**config.mk**
```make
export PLATFORM = sky130hd
export DESIGN_NAME = glc_guard_lock
export DESIGN_NICKNAME = d
export VERILOG_FILES = /design/src/include/glc_pkg.sv /design/src/design/glc_guard_lock.sv
export SDC_FILE = /design/constraint.sdc
export NUM_CORES = 1
export LEC_CHECK = 0
export BUFFER_PORTS_ARGS = -buffer_cell sky130_fd_sc_hd__buf_2
export CORE_MARGIN = 3
export CORE_UTILIZATION = 30
export DETAILED_ROUTE_END_ITERATION = 6
export SYNTH_ARGS = -nofsm -noshare
export SYNTH_HDL_FRONTEND = slang
export SYNTH_SLANG_ARGS = --single-unit
```
**constraint.sdc**
```tcl
create_clock -name clk_sys_i -period 22.7 [get_ports clk_sys_i]
set_input_delay 0 -clock clk_sys_i [delete_from_list [all_inputs] [get_ports clk_sys_i]]
set_output_delay 0 -clock clk_sys_i [all_outputs]
set_load 0.1 [all_outputs]
```
**src/include/glc_pkg.sv**
```systemverilog
package glc_pkg;

  // ==========================================================================
  // Register map.
  localparam logic [7:0] ADDR_CTRL = 8'h00;
  localparam logic [7:0] ADDR_STATUS = 8'h04;
  localparam logic [7:0] ADDR_LEDS = 8'h08;
  localparam int CTRL_MODE_BIT = 0;
  localparam int CTRL_FB_BIT = 1;
  localparam int CTRL_RESTART_BIT = 2;
  localparam logic [1:0] CTRL_RESET = 2'h0;
  localparam logic [1:0] RESP_OKAY = 2'h0;
  localparam logic [1:0] RESP_SLVERR = 2'h2;

  // ==========================================================================
  // Actuator position thresholds, smaller is deeper in the head.
  localparam logic [7:0] ACT_SAFE_LIMIT = 8'h40;
  localparam logic [7:0] ACT_LIMIT_AREA = 8'h50;
  localparam logic [7:0] ACT_LOCKED_LIMIT = 8'h70;

  // ==========================================================================
  // Timing.
  localparam int CLK_PERIOD_NSEC = 10;
  localparam int COHERENCE_TIME_NSEC = 500;
  localparam int OUT_CHECK_TIME_NSEC = 1000;
  localparam int POWER_ON_TIME_US = 2000;
  localparam int TEST_PERIOD_US = 10000;
  localparam int FAST_FLASH_US = 100000;
  localparam int SLOW_FLASH_US = 500000;
  localparam int FB_TIME_US = 300000;
  localparam int COHERENCE_CYC = COHERENCE_TIME_NSEC / CLK_PERIOD_NSEC;
  localparam int OUT_CHECK_CYC = OUT_CHECK_TIME_NSEC / CLK_PERIOD_NSEC;
  localparam int POWER_ON_CYC = (POWER_ON_TIME_US * 1000 + CLK_PERIOD_NSEC - 1) / CLK_PERIOD_NSEC;
  localparam int TEST_PERIOD_CYC = TEST_PERIOD_US * 1000 / CLK_PERIOD_NSEC;
  localparam int FAST_FLASH_CYC = FAST_FLASH_US * 1000 / CLK_PERIOD_NSEC;
  localparam int SLOW_FLASH_CYC = SLOW_FLASH_US * 1000 / CLK_PERIOD_NSEC;
  localparam int FB_CYC = FB_TIME_US * 1000 / CLK_PERIOD_NSEC;

  // ==========================================================================
  // Device states.
  typedef enum logic [2:0] {
    GLC_ST_POWER_ON = 3'b001,
    GLC_ST_RUN = 3'b010,
    GLC_ST_ERROR = 3'b100
  } glc_state_t;

endpackage

```
**src/design/glc_guard_lock.sv**
```systemverilog
`timescale 1ns/1ps

module glc_guard_lock #(
  parameter int unsigned POWER_ON_CYC = glc_pkg::POWER_ON_CYC,
  parameter int unsigned TEST_PERIOD_CYC = glc_pkg::TEST_PERIOD_CYC,
  parameter int unsigned FAST_FLASH_CYC = glc_pkg::FAST_FLASH_CYC,
  parameter int unsigned SLOW_FLASH_CYC = glc_pkg::SLOW_FLASH_CYC,
  parameter int unsigned FB_CYC = glc_pkg::FB_CYC
) (
  input wire logic clk_sys_i,
  input wire logic rstn_i,
  input wire logic [7:0] s_axi_awaddr_i,
  input wire logic s_axi_awvalid_i,
  output logic s_axi_awready_o,
  input wire logic [31:0] s_axi_wdata_i,
  input wire logic [3:0] s_axi_wstrb_i,
  input wire logic s_axi_wvalid_i,
  output logic s_axi_wready_o,
  output logic [1:0] s_axi_bresp_o,
  output logic s_axi_bvalid_o,
  input wire logic s_axi_bready_i,
  input wire logic [7:0] s_axi_araddr_i,
  input wire logic s_axi_arvalid_i,
  output logic s_axi_arready_o,
  output logic [31:0] s_axi_rdata_o,
  output logic [1:0] s_axi_rresp_o,
  output logic s_axi_rvalid_o,
  input wire logic s_axi_rready_i,
  input wire logic safety_in_a_i,
  input wire logic safety_in_b_i,
  input wire logic lock_cmd_a_i,
  input wire logic lock_cmd_b_i,
  input wire logic relay_feedback_i,
  input wire logic act_valid_i,
  input wire logic [7:0] act_pos_i,
  input wire logic act_detect_fault_i,
  input wire logic aux_release_i,
  input wire logic out_sense_a_i,
  input wire logic out_sense_b_i,
  input wire logic internal_fault_i,
  input wire logic supply_high_i,
  input wire logic supply_tol_i,
  output logic safety_out_a_o,
  output logic safety_out_b_o,
  output logic door_closed_flag_out_o,
  output logic door_locked_flag_out_o,
  output logic lock_drive_o,
  output logic power_indicator_o,
  output logic inputs_indicator_o,
  output logic outputs_indicator_o,
  output logic actuator_present_indicator_o,
  output logic lock_indicator_o,
  output logic relay_feedback_indicator_o
);
  import glc_pkg::*;

  // ==========================================================================
  // State declarations.
  glc_state_t state_reg, state_next;
  logic [1:0] ctrl_reg, ctrl_next, bresp_reg, bresp_next, rresp_reg, rresp_next;
  logic [7:0] awaddr_reg, awaddr_next, in_coh_cnt_reg, in_coh_cnt_next;
  logic [7:0] lk_coh_cnt_reg, lk_coh_cnt_next, out_chk_cnt_reg, out_chk_cnt_next;
  logic [31:0] wdata_reg, wdata_next, rdata_reg, rdata_next, timer_reg, timer_next;
  logic [31:0] test_cnt_reg, test_cnt_next, flash_cnt_reg, flash_cnt_next;
  logic [31:0] fb_cnt_reg, fb_cnt_next;
  logic restart_reg, restart_next, aw_held_reg, aw_held_next, w_held_reg, w_held_next;
  logic wstrb0_reg, wstrb0_next, bvalid_reg, bvalid_next, rvalid_reg, rvalid_next;
  logic flash_fast_reg, flash_fast_next, flash_slow_reg, flash_slow_next;
  logic in_incoh_reg, in_incoh_next, lk_incoh_reg, lk_incoh_next;
  logic present_reg, present_next, locked_reg, locked_next, out_en_reg, out_en_next;
  logic err_out_reg, err_out_next, err_det_reg, err_det_next, err_int_reg, err_int_next;
  logic err_fb_reg, err_fb_next, closed_reg, closed_next, door_lk_reg, door_lk_next;
  logic [5:0] leds_reg, leds_next;

  logic wr_fire, rd_fire, run, inputs_ok, lock_ok, out_mismatch, test_tick;
  logic [7:0] area_limit;
  logic [31:0] status_word;

  // ==========================================================================
  // AXI4-Lite slave.
  assign s_axi_awready_o = !aw_held_reg && !bvalid_reg;
  assign s_axi_wready_o = !w_held_reg && !bvalid_reg;
  assign s_axi_arready_o = !rvalid_reg;
  assign s_axi_bvalid_o = bvalid_reg;
  assign s_axi_bresp_o = bresp_reg;
  assign s_axi_rvalid_o = rvalid_reg;
  assign s_axi_rresp_o = rresp_reg;
  assign s_axi_rdata_o = rdata_reg;
  assign wr_fire = aw_held_reg && w_held_reg;
  assign rd_fire = s_axi_arvalid_i && !rvalid_reg;

  assign status_word = {8'h00, 2'h0, lk_incoh_reg, in_incoh_reg, err_fb_reg, err_int_reg,
                        err_det_reg, err_out_reg, 2'h0, aux_release_i, present_reg, locked_reg,
                        out_en_reg, door_lk_reg, closed_reg, 5'h00, state_reg};

  always_comb begin
    aw_held_next = aw_held_reg;
    w_held_next = w_held_reg;
    awaddr_next = awaddr_reg;
    wdata_next = wdata_reg;
    wstrb0_next = wstrb0_reg;
    bvalid_next = bvalid_reg;
    bresp_next = bresp_reg;
    rvalid_next = rvalid_reg;
    rresp_next = rresp_reg;
    rdata_next = rdata_reg;
    ctrl_next = ctrl_reg;
    restart_next = 1'b0;
    if (s_axi_awvalid_i && s_axi_awready_o) begin
      aw_held_next = 1'b1;
      awaddr_next = s_axi_awaddr_i;
    end
    if (s_axi_wvalid_i && s_axi_wready_o) begin
      w_held_next = 1'b1;
      wdata_next = s_axi_wdata_i;
      wstrb0_next = s_axi_wstrb_i[0];
    end
    if (wr_fire) begin
      aw_held_next = 1'b0;
      w_held_next = 1'b0;
      bvalid_next = 1'b1;
      bresp_next = RESP_OKAY;
      unique case ({awaddr_reg[7:2], 2'b00})
        ADDR_CTRL: begin
          if (wstrb0_reg) begin
            ctrl_next = {wdata_reg[CTRL_FB_BIT], wdata_reg[CTRL_MODE_BIT]};
            restart_next = wdata_reg[CTRL_RESTART_BIT];
          end
        end
        ADDR_STATUS, ADDR_LEDS: bresp_next = RESP_OKAY;
        default: bresp_next = RESP_SLVERR;
      endcase
    end
    if (bvalid_reg && s_axi_bready_i) bvalid_next = 1'b0;
    if (rd_fire) begin
      rvalid_next = 1'b1;
      rresp_next = RESP_OKAY;
      unique case ({s_axi_araddr_i[7:2], 2'b00})
        ADDR_CTRL: rdata_next = {30'h0000_0000, ctrl_reg};
        ADDR_STATUS: rdata_next = status_word;
        ADDR_LEDS: rdata_next = {26'h000_0000, leds_reg};
        default: begin
          rdata_next = 32'h0000_0000;
          rresp_next = RESP_SLVERR;
        end
      endcase
    end else if (rvalid_reg && s_axi_rready_i) begin
      rvalid_next = 1'b0;
    end
  end

  always_ff @(posedge clk_sys_i or negedge rstn_i) begin
    if (!rstn_i) begin
      aw_held_reg <= 1'b0;
      w_held_reg <= 1'b0;
      awaddr_reg <= 8'h00;
      wdata_reg <= 32'h0000_0000;
      wstrb0_reg <= 1'b0;
      bvalid_reg <= 1'b0;
      bresp_reg <= RESP_OKAY;
      rvalid_reg <= 1'b0;
      rresp_reg <= RESP_OKAY;
      rdata_reg <= 32'h0000_0000;
      ctrl_reg <= CTRL_RESET;
      restart_reg <= 1'b0;
    end else begin
      aw_held_reg <= aw_held_next;
      w_held_reg <= w_held_next;
      awaddr_reg <= awaddr_next;
      wdata_reg <= wdata_next;
      wstrb0_reg <= wstrb0_next;
      bvalid_reg <= bvalid_next;
      bresp_reg <= bresp_next;
      rvalid_reg <= rvalid_next;
      rresp_reg <= rresp_next;
      rdata_reg <= rdata_next;
      ctrl_reg <= ctrl_next;
      restart_reg <= restart_next;
    end
  end

  // ==========================================================================
  // Safety control.
  assign run = (state_reg == GLC_ST_RUN);
  assign inputs_ok = safety_in_a_i && safety_in_b_i && !in_incoh_reg;
  assign lock_ok = lock_cmd_a_i && lock_cmd_b_i;
  assign area_limit = locked_reg ? ACT_LOCKED_LIMIT : ACT_LIMIT_AREA;
  assign out_mismatch = (out_sense_a_i != out_en_reg) || (out_sense_b_i != out_en_reg);
  assign test_tick = (test_cnt_reg == 32'h0000_0000);

  always_comb begin
    state_next = state_reg;
    timer_next = timer_reg;
    test_cnt_next = test_tick ? TEST_PERIOD_CYC - 1 : test_cnt_reg - 32'h0000_0001;
    in_coh_cnt_next = 8'h00;
    lk_coh_cnt_next = 8'h00;
    in_incoh_next = in_incoh_reg;
    lk_incoh_next = lk_incoh_reg;
    out_chk_cnt_next = 8'h00;
    fb_cnt_next = (fb_cnt_reg != 32'h0000_0000) ? fb_cnt_reg - 32'h0000_0001 : fb_cnt_reg;
    err_out_next = err_out_reg;
    err_det_next = err_det_reg;
    err_int_next = err_int_reg;
    err_fb_next = err_fb_reg;
    // Disagreement must last the coherence time before it is flagged.
    if (safety_in_a_i != safety_in_b_i) begin
      in_coh_cnt_next = (in_coh_cnt_reg < 8'(COHERENCE_CYC)) ? in_coh_cnt_reg + 8'h01 :
                        in_coh_cnt_reg;
      if (in_coh_cnt_reg >= 8'(COHERENCE_CYC)) in_incoh_next = 1'b1;
    end else if (!safety_in_a_i) begin
      in_incoh_next = 1'b0;
    end
    if (lock_cmd_a_i != lock_cmd_b_i) begin
      lk_coh_cnt_next = (lk_coh_cnt_reg < 8'(COHERENCE_CYC)) ? lk_coh_cnt_reg + 8'h01 :
                        lk_coh_cnt_reg;
      if (lk_coh_cnt_reg >= 8'(COHERENCE_CYC)) lk_incoh_next = 1'b1;
    end else begin
      lk_incoh_next = 1'b0;
    end
    // Present: entry needs the safe area, exit once past the (widened) limit.
    present_next = act_valid_i && (present_reg ? (act_pos_i <= area_limit) :
                   (act_pos_i <= ACT_SAFE_LIMIT));
    locked_next = run && present_next && lock_ok && !lk_incoh_next && !aux_release_i;
    out_en_next = run && inputs_ok && present_next &&
                  (ctrl_reg[CTRL_MODE_BIT] || locked_next);
    closed_next = run && present_next;
    door_lk_next = run && present_next && locked_next;
    // Relay feedback is high while the relay is released, so it must oppose the outputs.
    if (out_en_next != out_en_reg) fb_cnt_next = FB_CYC;
    if (out_mismatch) begin
      out_chk_cnt_next = (out_chk_cnt_reg < 8'(OUT_CHECK_CYC)) ? out_chk_cnt_reg + 8'h01 :
                         out_chk_cnt_reg;
    end
    unique case (state_reg)
      GLC_ST_POWER_ON: begin
        timer_next = timer_reg + 32'h0000_0001;
        if (internal_fault_i) err_int_next = 1'b1;
        if (out_sense_a_i || out_sense_b_i) err_out_next = 1'b1;
        if (act_detect_fault_i) err_det_next = 1'b1;
        if (err_int_next || err_out_next || err_det_next) begin
          state_next = GLC_ST_ERROR;
        end else if (timer_reg >= POWER_ON_CYC - 1) begin
          state_next = GLC_ST_RUN;
        end
      end
      GLC_ST_RUN: begin
        if (out_chk_cnt_reg >= 8'(OUT_CHECK_CYC)) err_out_next = 1'b1;
        if (act_detect_fault_i) err_det_next = 1'b1;
        if (internal_fault_i && test_tick) err_int_next = 1'b1;
        if (ctrl_reg[CTRL_FB_BIT] && fb_cnt_reg == 32'h0000_0001 &&
            relay_feedback_i == out_en_reg) begin
          err_fb_next = 1'b1;
        end
        if (err_out_next || err_det_next || err_int_next || err_fb_next) begin
          state_next = GLC_ST_ERROR;
        end
      end
      GLC_ST_ERROR: begin
        // Only a restart leaves; the power-on tests catch a remaining output, detection or internal fault.
        if (restart_reg) begin
          state_next = GLC_ST_POWER_ON;
          timer_next = 32'h0000_0000;
          err_out_next = 1'b0;
          err_det_next = 1'b0;
          err_int_next = 1'b0;
          err_fb_next = 1'b0;
        end
      end
    endcase
    if (state_next != GLC_ST_RUN) begin
      out_en_next = 1'b0;
      closed_next = 1'b0;
      door_lk_next = 1'b0;
      locked_next = 1'b0;
    end
  end

  always_ff @(posedge clk_sys_i or negedge rstn_i) begin
    if (!rstn_i) begin
      state_reg <= GLC_ST_POWER_ON;
      timer_reg <= 32'h0000_0000;
      test_cnt_reg <= 32'h0000_0000;
      in_coh_cnt_reg <= 8'h00;
      lk_coh_cnt_reg <= 8'h00;
      out_chk_cnt_reg <= 8'h00;
      fb_cnt_reg <= 32'h0000_0000;
      in_incoh_reg <= 1'b0;
      lk_incoh_reg <= 1'b0;
      present_reg <= 1'b0;
      locked_reg <= 1'b0;
      out_en_reg <= 1'b0;
      closed_reg <= 1'b0;
      door_lk_reg <= 1'b0;
      err_out_reg <= 1'b0;
      err_det_reg <= 1'b0;
      err_int_reg <= 1'b0;
      err_fb_reg <= 1'b0;
    end else begin
      state_reg <= state_next;
      timer_reg <= timer_next;
      test_cnt_reg <= test_cnt_next;
      in_coh_cnt_reg <= in_coh_cnt_next;
      lk_coh_cnt_reg <= lk_coh_cnt_next;
      out_chk_cnt_reg <= out_chk_cnt_next;
      fb_cnt_reg <= fb_cnt_next;
      in_incoh_reg <= in_incoh_next;
      lk_incoh_reg <= lk_incoh_next;
      present_reg <= present_next;
      locked_reg <= locked_next;
      out_en_reg <= out_en_next;
      closed_reg <= closed_next;
      door_lk_reg <= door_lk_next;
      err_out_reg <= err_out_next;
      err_det_reg <= err_det_next;
      err_int_reg <= err_int_next;
      err_fb_reg <= err_fb_next;
    end
  end

  assign safety_out_a_o = out_en_reg;
  assign safety_out_b_o = out_en_reg;
  assign door_closed_flag_out_o = closed_reg;
  assign door_locked_flag_out_o = door_lk_reg;
  assign lock_drive_o = locked_reg;

  // ==========================================================================
  // Indicators.
  always_comb begin
    flash_cnt_next = flash_cnt_reg + 32'h0000_0001;
    flash_fast_next = flash_fast_reg;
    flash_slow_next = flash_slow_reg;
    if (flash_cnt_reg % FAST_FLASH_CYC == FAST_FLASH_CYC - 1) flash_fast_next = !flash_fast_reg;
    if (flash_cnt_reg >= SLOW_FLASH_CYC - 1) begin
      flash_cnt_next = 32'h0000_0000;
      flash_slow_next = !flash_slow_reg;
    end
    // Order: power, inputs, outputs, actuator, lock, feedback.
    leds_next[0] = supply_high_i ? flash_fast_reg :
                   supply_tol_i ? flash_slow_reg : 1'b1;
    leds_next[1] = in_incoh_reg ? flash_fast_reg : inputs_ok;
    leds_next[2] = out_en_reg;
    leds_next[3] = present_reg;
    leds_next[4] = (lk_incoh_reg || aux_release_i) ? flash_fast_reg : locked_reg;
    leds_next[5] = relay_feedback_i;
    unique case (state_reg)
      GLC_ST_POWER_ON: leds_next = 6'h3F;
      GLC_ST_RUN: ;
      GLC_ST_ERROR: begin
        leds_next = {err_fb_reg & flash_fast_reg, 1'b0, err_det_reg & flash_fast_reg,
                     err_out_reg & flash_fast_reg, 1'b0, err_int_reg ? flash_fast_reg : 1'b1};
      end
    endcase
  end

  always_ff @(posedge clk_sys_i or negedge rstn_i) begin
    if (!rstn_i) begin
      flash_cnt_reg <= 32'h0000_0000;
      flash_fast_reg <= 1'b0;
      flash_slow_reg <= 1'b0;
      leds_reg <= 6'h00;
    end else begin
      flash_cnt_reg <= flash_cnt_next;
      flash_fast_reg <= flash_fast_next;
      flash_slow_reg <= flash_slow_next;
      leds_reg <= leds_next;
    end
  end

  assign power_indicator_o = leds_reg[0];
  assign inputs_indicator_o = leds_reg[1];
  assign outputs_indicator_o = leds_reg[2];
  assign actuator_present_indicator_o = leds_reg[3];
  assign lock_indicator_o = leds_reg[4];
  assign relay_feedback_indicator_o = leds_reg[5];

endmodule

```
== Word level (Yosys, flattened, before mapping) ==
Index checks and enable logic that the tools add are counted.
Storage, ports and cells
  bits of input ports: 80
  flip-flop bits (word level): 229
  RAM bits: 0
  output and inout bits: 52
  word-level logic and storage cells: 201
  memory bits (read-only): 0
  bits in latches: 0
  memories: 0
Operators by class
  add/subtract/negate cells: 7
  shift operators: 0
  $mul: 0
  mux-type cells: 66
  bitwise gates (word level): 3
  reductions and logical operators: 58
  equality and inequality tests: 22
  divide/modulo/power cells: 1
  magnitude comparators: 10
Operator list (count)
  $mux 32: 5
  $pmux 22 s3: 1
  $add 32x1->32 const B: 2
  $pmux 32 s2: 1
  $sub 32x1->32 const B: 2
  $mux 8: 6
  $mux 1: 40
  $eq 32x1->1 const B: 1
  $eq 32x24->1 const B: 1
  $ge 32x18->1 const B: 1
  $ge 32x26->1 const B: 1
  $logic_not 32->1: 1
  $mod 32x24->32 const B: 1
  $reduce_bool 32->1: 1
  $add 8x1->8 const B: 3
  $logic_and 1x1->1: 23
  $ge 8x6->1 const B: 2
  $lt 8x6->1 const B: 2
  $reduce_bool 2->1: 7
  $eq 6x1->1 const B: 2
  $eq 6x2->1 const B: 2
  $logic_not 6->1: 2
  $mux 3: 4
  $pmux 6 s2: 1
  other kinds (23): 55

== Depth between registers and ports, before layout ==
  depth after elaboration: 12
  mapped depth: 50

== Worst setup path before layout ==
OpenSTA, ideal clock, no wires.
  path kind: flip-flop to flip-flop
  start: register flash_cnt_reg[25]
  end: register flash_fast_reg
  required time: 22.620 ns
  path slack: 12.097 ns
  stages on the path, launching flop included: 42
  data arrival time: 10.523 ns
  cell sequence: dfrtp_1 buf_6 or3_1 a21o_1 o2111ai_1 xor2_1 or4_4 a21oi_4 mux2i_1 o21a_1 o2111ai_2 o41ai_2 and3_1 o211ai_2 o211a_4 nor4_4 a21oi_2 o311a_1 [6 not listed] and3_1 nand4_1 o31a_4 or2_1 buf_6 or4_4 nand2_2 o21ai_1 a32o_1 a21o_1 xnor2_1 o21a_1 or3_1 a211o_1 a221oi_1 o221ai_1 a2111oi_2 xnor2_1
Between the ends
  cells in the longest elaborated chain, start to end: 2
RTL lines
  start: declaration: line glc_guard_lock.sv:64  | logic [31:0] test_cnt_reg, test_cnt_next, flash_cnt_reg, flash_cnt_next;
  start signal: assignment: line glc_guard_lock.sv:362  | flash_cnt_reg <= flash_cnt_next;
  $mod 32x24->32: line glc_guard_lock.sv:332  | if (flash_cnt_reg % FAST_FLASH_CYC == FAST_FLASH_CYC - 1) flash_fast_next = !flash_fast_reg;
  $eq 32x24->1: line glc_guard_lock.sv:332
  end signal: assignment: line glc_guard_lock.sv:363  | flash_fast_reg <= flash_fast_next;
  end: declaration: line glc_guard_lock.sv:68  | logic flash_fast_reg, flash_fast_next, flash_slow_reg, flash_slow_next;
Every way passes these cells.
A chain may end at the register's enable or synchronous reset.

== Worst setup path in the final report ==
  start: register flash_cnt_reg[15]
  end: register flash_fast_reg
Same word-level chain as after synthesis.

==> summary.md <==
| Metric | Value |
|---|---|
| Worst slew pin tran | around 1100 ps |
| Skew-Pair Late Insertion Delay | 530 ps |
| Grt ovf | 0 |
| Fmax | between 60 and 70 MHz |
| Worst-path fanout max | 26 |
| Post-synthesis mux area share | 0.04186 |
| Setup TNS Final | 0 ps |
| TritonCTS Buffers | 22 |
| Syn avg cell area | around 8.3 um2 |
| Yosys reg bits | roughly 210 |
| CP required | 23150 ps |
| CTS tree | done |
| # rows | 87 |
| Worst Setup EP | flash_fast_reg |
| Number of DRC markers in iteration 0 | approximately 1000 |
| Worst setup SP type | flop |
| Status | finished, violations left |
| Critical Path AT | roughly 16000 ps |
| Adder-Cell Fraction of Synth Area | 0.01328 |
| Ys async rst share | 1.000 |
| Count of input and output buffers | 79 |
| Resize count post-CTS | 0 |
| 1st-pass router iterations | 5 |
| Final min period | 15520 ps |
| Largest area contributor in the synthesized netlist | dfrtp_1 |
| Layout area overhead | 11.70% |
| First-pass GRT wire length | about 75000 um |
| Vias in the first global route | ~15000 |
| Core Area | between 0.05 and 0.06 mm2 |
| Top cells by area, synth | dfrtp_1 30%, xnor2_1 5.8%, nor2_1 5.1%, nand2_1 4.1%, xor2_1 3.8% |
| Final setup violation count | 0 |
| Simple-gate share of the synthesized area | 0.2657 |
| GRT Overall Usage | 0.1450 |
| Post-Syn Area | between 0.015 and 0.02 mm2 |
| Routed WL per cell | ~15 um |
| Clk pin slew, worst setup/hold paths | ~70 ps |
| Max Clock Skew | around 32 ps |
| R2r setup slk | between 7000 and 8000 ps |
| Largest family of logic cells by synthesized area | simple AND/OR/NAND/NOR gates |
| Starting Density | 0.3047 |
| Routed Antenna Nets | 0 |
| Largest net degree at the start of global routing | slightly above 80 |
| Synth unique cells | about 130 |
| Delay of the slowest critical-path stage | about 900 ps |
| Die span in x | around 250 um |
| Final hold violation count | 2 |
| H-tree levels | 1 |
| Commonest cells in the netlist | 234 x nor2_1, 210 x dfrtp_1, 187 x nand2_1 |
| Initial antenna violation count | 0 |
| Clk buf depth | 3 |
| Reg2reg start | flash_cnt_reg[15] |
| CP endpoint kind | flop |
| Final estimated routing congestion in global placement | between 0.8 and 0.9 |
| I/O pin total | around 130 |
| DIE HEIGHT | approximately 250 um |
| Mapped Cells | approximately 2100 |
| Total of max-cap violations | 0 |
| RSZ-0062 raised after global routing | no |
| Vias | between 15000 and 20000 |
| Register area share after synthesis | 0.3062 |
| FF-to-FF End | flash_fast_reg |
| CP max stage cell | nor2_1 |
| Fin crit share | 0.6836 |
| Max-slew violations | 0 |
| DRC errors left | 0 |
| Die Footprint | about 0.060 mm2 |
| WL final | between 40000 and 50000 um |
| Synth warn | 0 |
| Critical path class | reg -> reg |
| CTS root buf | clkbuf_16 |
| Cell with the most instances after synthesis | nor2_1 |
| FILL cells | 5855 |
| Worst hold path class | in -> async |
| Compound-Gate Fraction of Synth Area | 0.2237 |
| Synth Flop Type | dfrtp_1 |
| Origin of the worst setup path | flash_cnt_reg[15] |
| Hold Worst Slack | -2.181 ps |
| Multi-input logic area | between 0.01 and 0.015 mm2 |
| # diodes | 0 |
| Max_slew headroom | 0.2430 |
| Placed inst area | 0.01815 mm2 |
| Yosys top cell area share | 0.3047 |
| Num Clock Sinks | 211 |
| Post-synth EDFFs | 0 |
| XOR/XNOR share of the synthesized area | 0.1032 |
| R2R depth | 37 |
| NumNets Final | around 2200 |
| Sequential Area | about 0.0053 mm2 |
| Share of layout cells above drive strength 1 | 0.1198 |
| HPWL after DPL | 32940 um |
| Failing checks | hold timing |
| Vias per inst | between 5 and 6 |
| Final Instance Area | just under 0.02 mm2 |
[how the worst min path moves through the flow]
| stage | start | to | slack [ps] | cells after the start |
|---|---|---|---|---|
| floorplan | rstn_i | aw_held_reg | -300 | 0 |
| global placement | rstn_i | flash_cnt_reg[29] | -40 | 1 |
| detailed placement | rstn_i | flash_cnt_reg[28] | -30 | 1 |
| CTS | rstn_i | flash_cnt_reg[28] | 20 | 2 |
| global route | rstn_i | flash_cnt_reg[30] | 50 | 2 |
| finish | rstn_i | flash_cnt_reg[28] | -2 | 2 |
[logic make-up after synthesis]
kind of cell    count (synthesis)
simple gates                  892
compound gates                526
flops                         211
xor+xnor                      196
buf+inv                       153
mux                            68
fa+ha+maj                      19
other cells                     1
[repair_timing]
action	CTS	global route
endpoints found under the hold margin	128	0
buffers inserted	0	0
hold buffers	42	0
[critical path: cells and delay by family (launching register included)]
family,cells,cell delay [ps]
AOI/OAI and AO/OA,21,8350
and+or+nand+nor,11,4980
muxes,3,1140
DFF,1,610
xor gates and xnor gates,2,350
[metal layers]
layer / track usage / up-vias / wire, um
met5: 0 / - / 0
met4: 0.02761 / 0 / 675
met3: 0.01636 / 48 / 1399
met2: 0.2412 / 255 / 20740
met1: 0.2036 / 7489 / 21620
li1: - / 7670 / -
[cell usage in the layout (no fill, tap or decap), types with 21 or more instances in the layout]
cell | synthesis | layout
a21o_1 | 21 | 21
nand3_1 | 71 | 71
mux2i_1 | 40 | 40
and2_1 | 36 | 36
a211oi_1 | 22 | 22
nor2b_1 | 21 | 21
dlygate4sd3_1 | 0 | 42
buf_2 | 11 | 78
nor3_1 | 77 | 77
xor2_1 | 75 | 75
nand2_1 | 187 | 187
nand4_1 | 29 | 29
and3_1 | 24 | 24
nor2_1 | 234 | 234
nand2b_1 | 24 | 24
clkbuf_16 | 0 | 22
dfrtp_1 | 210 | 210
xnor2_1 | 114 | 113
a21oi_1 | 114 | 114
or3_1 | 44 | 44
mux2_2 | 26 | 26
conb_1 | 1 | 22
nor4_1 | 35 | 34
o21ai_0 | 96 | 96
inv_1 | 49 | 49
[final cells by class]
cell class / count / share of cell area
multi-input cells: 1723 / 0.5849
clock inverters: 7 / 0.003897
flip-flops and latches: 211 / 0.2741
inverters: 50 / 0.009742
repair buffers: 129 / 0.04598
well taps: 756 / 0.04910
clock buffers: 33 / 0.03228
[stage by stage]
| stage | setup slack (ps) | utilization | cells |
|---|---|---|---|
| 2_1_floorplan | 12100 | - | 2087 |
| 3_3_place_gp | 7435 | 0.3206 | 2827 |
| 3_5_place_dp | 7231 | 0.3206 | 2827 |
| 4_1_cts | 7258 | 0.3403 | 2909 |
| 5_1_grt | 5879 | 0.3403 | 2909 |
| 6_report | 7182 | 0.3403 | 2909 |
Power is left out: the tool's default activity adds up to more than one toggle a clock period on the data nets, which glitch-free logic cannot reach.
